### config.mk
export PLATFORM = sky130hd
export DESIGN_NAME = dpram_port_ctrl
export DESIGN_NICKNAME = d
export VERILOG_FILES = /design/src/phase_timer.v /design/src/dpram_port_ctrl.v
export VERILOG_INCLUDE_DIRS = /design/src
export SDC_FILE = /design/constraint.sdc
export NUM_CORES = 1
export LEC_CHECK = 0
export ABC_AREA = 1
export BUFFER_PORTS_ARGS = -buffer_cell sky130_fd_sc_hd__buf_2
export CELL_PAD_IN_SITES_DETAIL_PLACEMENT = 1
export CELL_PAD_IN_SITES_GLOBAL_PLACEMENT = 2
export CORE_MARGIN = 2
export CORE_UTILIZATION = 33
export DETAILED_ROUTE_END_ITERATION = 16
export PLACE_DENSITY = 0.86
export SLEW_MARGIN = 20
export SYNTH_ARGS = -nofsm -noshare
export SYNTH_HDL_FRONTEND = slang
export SYNTH_HIERARCHICAL = 1
export SYNTH_SLANG_ARGS = --single-unit
### constraint.sdc
create_clock -name clk_sys_i -period 4.55 [get_ports clk_sys_i]
set_input_delay 0.6825 -clock clk_sys_i [delete_from_list [all_inputs] [get_ports clk_sys_i]]
set_output_delay 0.6825 -clock clk_sys_i [all_outputs]
set_load 0.005 [all_outputs]
### src/dpram_port_defs.vh
// pin timing counts and mailbox addresses for the dual-port memory port controller
`ifndef DPRAM_PORT_DEFS_VH
`define DPRAM_PORT_DEFS_VH
`define CLK_PERIOD_NS 20
// cycle-time figures in ns, counts rounded up to whole cycles
`define ACCESS_TIME_NS 25
`define ACCESS_CYCLES ((`ACCESS_TIME_NS + `CLK_PERIOD_NS - 1) / `CLK_PERIOD_NS)
`define WRITE_PULSE_NS 40
`define WRITE_CYCLES ((`WRITE_PULSE_NS + `CLK_PERIOD_NS - 1) / `CLK_PERIOD_NS)
`define SETUP_NS 20
`define SETUP_CYCLES ((`SETUP_NS + `CLK_PERIOD_NS - 1) / `CLK_PERIOD_NS)
`define CNT_W 3
`define ADDR_W 13
`define DATA_W 9
`define MBOX_ADDR_LEFT 13'h1fff
`define MBOX_ADDR_RIGHT 13'h1ffe
`define OP_RAM_RD 2'h0
`define OP_RAM_WR 2'h1
`define OP_FLAG_RD 2'h2
`define OP_FLAG_WR 2'h3
`endif

### src/phase_timer.v
// down-counter that marks the end of one bus phase
module phase_timer (
   input wire clk_sys_i,
   input wire arst_n_i,
   input wire load_i,
   input wire [2:0] count_i,
   output wire done_o
);
   reg [2:0] cnt_q;
   always @(posedge clk_sys_i or negedge arst_n_i) begin
      if (!arst_n_i) begin
         cnt_q <= 3'h0;
      end else if (load_i) begin
         cnt_q <= count_i;
      end else if (cnt_q != 3'h0) begin
         cnt_q <= cnt_q - 3'h1;
      end
   end
   // done must not look at load: the caller reloads on done, which would close a loop
   assign done_o = (cnt_q == 3'h0);
endmodule // phase_timer

### src/dpram_port_ctrl.v
// one-port host controller driving the dual-port memory pins
`include "dpram_port_defs.vh"
module dpram_port_ctrl (
   input wire clk_sys_i,
   input wire arst_n_i,
   // user command side
   input wire req_valid_i,
   output wire req_ready_o,
   input wire [1:0] req_op_i,
   input wire [12:0] req_addr_i,
   input wire [8:0] req_wdata_i,
   output reg rsp_valid_o,
   output reg [8:0] rsp_rdata_o,
   output reg rsp_busy_o,
   output wire token_held_o,
   output wire mbox_flag_o,
   // device pins
   output reg [12:0] addr_o,
   output reg select_n_o,
   output reg flag_select_n_o,
   output reg read_write_n_o,
   output reg out_enable_n_o,
   output reg [8:0] data_o,
   output reg data_oe_o,
   input wire [8:0] data_i,
   input wire busy_n_i,
   input wire int_n_i
);
   localparam ST_IDLE = 3'h0;
   localparam ST_SETUP = 3'h1;
   localparam ST_STROBE = 3'h2;
   localparam ST_HOLD = 3'h3;
   localparam ST_VERIFY = 3'h4;

   reg [2:0] state_q;
   reg [1:0] op_q;
   reg [8:0] data_sync1_q, data_sync2_q;
   reg busy_sync1_q, busy_sync2_q;
   reg int_sync1_q, int_sync2_q;
   reg token_q;
   reg busy_seen_q;
   reg tmr_load;
   reg [2:0] tmr_count;
   wire tmr_done;

   function is_write;
      input [1:0] op;
      begin
         is_write = (op == `OP_RAM_WR) || (op == `OP_FLAG_WR);
      end
   endfunction

   // a flag write of 0 is a token request and needs a readback
   function is_flag_req;
      input [1:0] op;
      input bit0;
      begin
         is_flag_req = (op == `OP_FLAG_WR) && !bit0;
      end
   endfunction

   // counts are tiny; only the low three bits reach the timer, on purpose
   function [2:0] cycles3;
      input [31:0] value;
      begin
         cycles3 = value[2:0];
      end
   endfunction

   ////////////////////////////////////////////////////////////////////////
   // pin synchronisers
   always @(posedge clk_sys_i or negedge arst_n_i) begin
      if (!arst_n_i) begin
         data_sync1_q <= 9'h000;
         data_sync2_q <= 9'h000;
         busy_sync1_q <= 1'b1;
         busy_sync2_q <= 1'b1;
         int_sync1_q <= 1'b1;
         int_sync2_q <= 1'b1;
      end else begin
         data_sync1_q <= data_i;
         data_sync2_q <= data_sync1_q;
         busy_sync1_q <= busy_n_i;
         busy_sync2_q <= busy_sync1_q;
         int_sync1_q <= int_n_i;
         int_sync2_q <= int_sync1_q;
      end
   end

   // device mailbox flag is active low; expose it high
   assign mbox_flag_o = !int_sync2_q;
   assign token_held_o = token_q;
   assign req_ready_o = (state_q == ST_IDLE);

   phase_timer u_timer (
      .clk_sys_i(clk_sys_i),
      .arst_n_i(arst_n_i),
      .load_i(tmr_load),
      .count_i(tmr_count),
      .done_o(tmr_done)
   );

   always @* begin
      tmr_load = 1'b0;
      tmr_count = 3'h0;
      case (state_q)
         ST_IDLE: begin
            tmr_load = req_valid_i;
            tmr_count = cycles3(`SETUP_CYCLES);
         end
         ST_SETUP: begin
            tmr_load = tmr_done;
            tmr_count = is_write(op_q) ? cycles3(`WRITE_CYCLES) : cycles3(`ACCESS_CYCLES + 32'h2);
         end
         ST_STROBE: begin
            tmr_load = tmr_done;
            tmr_count = cycles3(`SETUP_CYCLES);
         end
         ST_HOLD: begin
            tmr_load = tmr_done && is_flag_req(op_q, data_o[0]);
            tmr_count = cycles3(`ACCESS_CYCLES + 32'h2);
         end
         ST_VERIFY: begin
            tmr_load = 1'b0;
            tmr_count = 3'h0;
         end
         default: begin
            tmr_load = 1'b0;
            tmr_count = 3'h0;
         end
      endcase
   end

   ////////////////////////////////////////////////////////////////////////
   // pin sequencer
   always @(posedge clk_sys_i or negedge arst_n_i) begin
      if (!arst_n_i) begin
         state_q <= ST_IDLE;
         op_q <= `OP_RAM_RD;
         addr_o <= 13'h0000;
         select_n_o <= 1'b1;
         flag_select_n_o <= 1'b1;
         read_write_n_o <= 1'b1;
         out_enable_n_o <= 1'b1;
         data_o <= 9'h000;
         data_oe_o <= 1'b0;
         rsp_valid_o <= 1'b0;
         rsp_rdata_o <= 9'h000;
         rsp_busy_o <= 1'b0;
         token_q <= 1'b0;
         busy_seen_q <= 1'b0;
      end else begin
         rsp_valid_o <= 1'b0;
         case (state_q)
            ST_IDLE: begin
               if (req_valid_i) begin
                  // address moves only while read_write_n is high
                  read_write_n_o <= 1'b1;
                  addr_o <= req_addr_i;
                  op_q <= req_op_i;
                  data_o <= req_wdata_i;
                  busy_seen_q <= 1'b0;
                  // memory cycles use select, flag cycles flag select, never both
                  select_n_o <= req_op_i[1];
                  flag_select_n_o <= !req_op_i[1];
                  state_q <= ST_SETUP;
               end
            end
            ST_SETUP: begin
               if (tmr_done) begin
                  if (is_write(op_q)) begin
                     // write pulse lies inside the select window
                     read_write_n_o <= 1'b0;
                     data_oe_o <= 1'b1;
                     out_enable_n_o <= 1'b1;
                  end else begin
                     out_enable_n_o <= 1'b0;
                  end
                  state_q <= ST_STROBE;
               end
            end
            ST_STROBE: begin
               if (!busy_sync2_q) begin
                  // busy goes to one port only; the loser's write is void
                  busy_seen_q <= 1'b1;
               end
               if (tmr_done) begin
                  read_write_n_o <= 1'b1;
                  out_enable_n_o <= 1'b1;
                  rsp_rdata_o <= data_sync2_q;
                  state_q <= ST_HOLD;
               end
            end
            ST_HOLD: begin
               if (tmr_done) begin
                  data_oe_o <= 1'b0;
                  if (is_flag_req(op_q, data_o[0])) begin
                     // request written: read it back, 0 means granted
                     read_write_n_o <= 1'b1;
                     out_enable_n_o <= 1'b0;
                     state_q <= ST_VERIFY;
                  end else begin
                     select_n_o <= 1'b1;
                     flag_select_n_o <= 1'b1;
                     if (op_q == `OP_FLAG_WR) begin
                        // release frees it or hands it over
                        token_q <= 1'b0;
                     end
                     rsp_valid_o <= 1'b1;
                     rsp_busy_o <= busy_seen_q || !busy_sync2_q;
                     state_q <= ST_IDLE;
                  end
               end
            end
            ST_VERIFY: begin
               if (tmr_done) begin
                  out_enable_n_o <= 1'b1;
                  flag_select_n_o <= 1'b1;
                  // failed if still 1: another port holds it or won contention
                  token_q <= !data_sync2_q[0];
                  rsp_rdata_o <= data_sync2_q;
                  rsp_busy_o <= busy_seen_q;
                  rsp_valid_o <= 1'b1;
                  state_q <= ST_IDLE;
               end
            end
            default: begin
               state_q <= ST_IDLE;
            end
         endcase
      end
   end
endmodule // dpram_port_ctrl

==> impl_metrics.tcl <==
set metrics [dict create \
    synthFlopType "dfrtp_1" \
    dr.pass1.iters 4 \
    syn_inst 298 \
    finalHoldViolations 0 \
    yosysSeqAreaShare 0.625 \
    dieHeight_microns 96.4 \
    rsz0062_at_grt "no" \
    area_growth_pct 23.7 \
    gp_routability_congestion 0.878 \
    run_status "completed" \
    cap_violations 0 \
    vdd_drop_max_v 0.000252 \
    yosysTopAreaCell "dfrtp_1" \
    vias_per_cell 4.63 \
    die_x_microns 96.4 \
    synthesis.nets 338 \
    clockPowerShare 0.230 \
    internal_power_mw 1.40 \
    n_antenna_cell 0 \
    htree_levels 3 \
    ys.warnings.count 6 \
    swShare 0.380 \
    cts-buffers-inserted 9 \
    seq_power_share 0.420 \
    overflow 0 \
    critPathKind "reg2reg" \
    report.final.slew_viol_count 0 \
    die_area_sq_um 9290 \
    timing.clock.skew_ns 0.00875 \
    cts_max_path_buffers 2 \
    yosysMostFrequentCell "nand2_1" \
    routed_wl_microns 6770 \
    insertion_delay_ns 0.34 \
    drtAntennaViolNets 0 \
    track_usage 0.157 \
    drive_gt1_frac 0.308 \
    fin_setup_tns_ns 0 \
    io_pins 79 \
    root_buffer "clkbuf_8" \
    final_area_sq_um 3480 \
    core_sq_um 8260 \
    end_kind "register" \
    fp-row-count 33 \
    relSlewSlack 0.378 \
    power_density_nw_per_um2 649 \
    synth_area_sq_um 2820 \
    power.switching_mw 0.858 \
    fin_crit_sh 0.582 \
    grt_max_degree 41 \
    crit_path_max_fanout 29 \
    clkTransAtPathRegs_ns 0.08 \
    place_area_sq_um 3280 \
    async_flop_share 1.00 \
    yosys-top-cells-area "dfrtp_1, nand2_1, nand3_1, dfstp_2, inv_1" \
    yosysTopAreaCellShare 0.551 \
    hold_buffers 0 \
    grt_pass1_wl_microns 11100 \
    dr_total_vias 2258 \
    yosys-top-cells-count "nand2_1, dfrtp_1, nand3_1" \
    remaining_drc_errors 0 \
    worst_pin_slew_ns 0.931 \
    combPwrFrac 0.351 \
    grt_pass1_vias 2288 \
    synth-edff-count 0 \
    clock_sinks 70 \
    power.leakage_nw 1.93 \
    nNetsFinal 418 \
    cts_tree "built" \
    start_util 0.341 \
    synth.distinct_cells 24 \
    arrival_ns 2.88 \
    antenna_found_initial 0 \
    avgSynthCellArea_sq_um 9.46 \
    ys_seq_elements 70 \
    numPortBuffers 78 \
    post_cts_buffers 0 \
    dp.final_hpwl_microns 4900 \
    worstSetupStartpointType "register" \
    min_path_type "reg2reg" \
    fin_crit_ns 2.65 \
    finalSetupViolCount 0 \
    dr.first_iter.drc_count 90 \
    wire_per_inst_microns 13.9 \
    cts_resized 0 \
    clock.fmax_ghz 0.378 \
    crit_required_ns 4.79 \
]
## power groups by stage
stage / clock (mW) / combinational [mW] / sequential [mW]
final: 0.519 / 0.793 / 0.949
after global routing: 0.560 / 0.910 / 0.978
after CTS: 0.537 / 0.809 / 0.953
after detailed placement: 0 / 0.807 / 0.961
after global placement: 0 / 0.780 / 0.957
after floorplan: 0 / 0.499 / 0.954
## layout make-up
| type | count | area (sq um) |
|---|---|---|
| Inverter | 23 | 86.3 |
| Fill cell | 1018 | 4770 |
| Clock buffer | 10 | 138 |
| Clock inverter | 6 | 68.8 |
| Sequential cell | 70 | 1760 |
| Tap cell | 105 | 131 |
| Timing Repair Buffer | 80 | 405 |
| Multi-Input combinational cell | 194 | 893 |
## routing by layer
layer  GRT usage  vias up  part of all wire
li1            -     1106                 -
met1       0.204     1076              0.45
met2       0.253       67              0.47
met3      0.0497        9             0.066
met4      0.0458        0             0.013
met5           0        -                 0
## cells in the final DEF (no fill, tap or decap), types with 3 or more instances in the layout
cell type / synthesis / layout
a21oi_1: 7 / 7
buf_2: 4 / 78
clkbuf_8: 0 / 10
dfrtp_1: 62 / 62
dfstp_2: 8 / 8
inv_1: 21 / 21
nand2_1: 107 / 107
nand2_2: 5 / 5
nand3_1: 43 / 43
nor2_1: 9 / 9
nor2_2: 3 / 3
o21ai_0: 8 / 8
## critical path, cell delays in order, from the launching register on
cell and delay (ns):
dfrtp_1 0.52, nor2_4 0.20, nand2_2 0.08, inv_2 0.29
nand2_1 0.65, nand3_1 0.54, o21ai_0 0.15, nand2_1 0.08
nand2_1 0.04
## registers in the layout, indices dropped and copies added (netlist names), 2 cells and up
name and count:
addr_o 13, state_q 3, data_sync2_q 9, data_sync1_q 9
u_timer/cnt_q 3, rsp_rdata_o 9, op_q 2, data_o 9
## metrics by stage
| step | hold slack (ns) | total power [mW] | utilization | cells | worst slack, ns |
|---|---|---|---|---|---|
| after floorplan | 0.331 | 1.45 | - | 298 | 2.96 |
| after global placement | 0.332 | 1.74 | 0.397 | 472 | 1.98 |
| after detailed placement | 0.336 | 1.77 | 0.397 | 472 | 1.89 |
| after CTS | 0.354 | 2.30 | 0.422 | 488 | 1.88 |
| after global routing | 0.363 | 2.45 | 0.422 | 488 | 1.63 |
| final | 0.349 | 2.26 | 0.422 | 488 | 1.90 |
## kinds of logic (layout without fill, tap and decap cells)
| kind of cell | after synthesis | in the layout | share of synthesized area |
|---|---|---|---|
| compound gates | 21 | 21 | 0.0453 |
| buf+inv | 34 | 119 | 0.0577 |
| flops | 70 | 70 | 0.625 |
| fa+ha+maj | 2 | 2 | 0.00888 |
| simple gates | 171 | 171 | 0.263 |
## worst paths after layout
path / startpoint / to / slack, ns / cells after the start
worst max register to register: state_q[2] / u_timer/cnt_q[1] / 1.90 / 8
min in group asynchronous: arst_n_i / rsp_rdata_o[4] / 0.46 / 1
worst min register to register: data_sync1_q[0] / data_sync2_q[0] / 0.35 / 0
worst min-delay path: data_sync1_q[0] / data_sync2_q[0] / 0.35 / 0
max in group asynchronous: arst_n_i / select_n_o / 3.10 / 2
worst max-delay path: state_q[2] / u_timer/cnt_q[1] / 1.90 / 8
(Power assumes the default switching activity.)
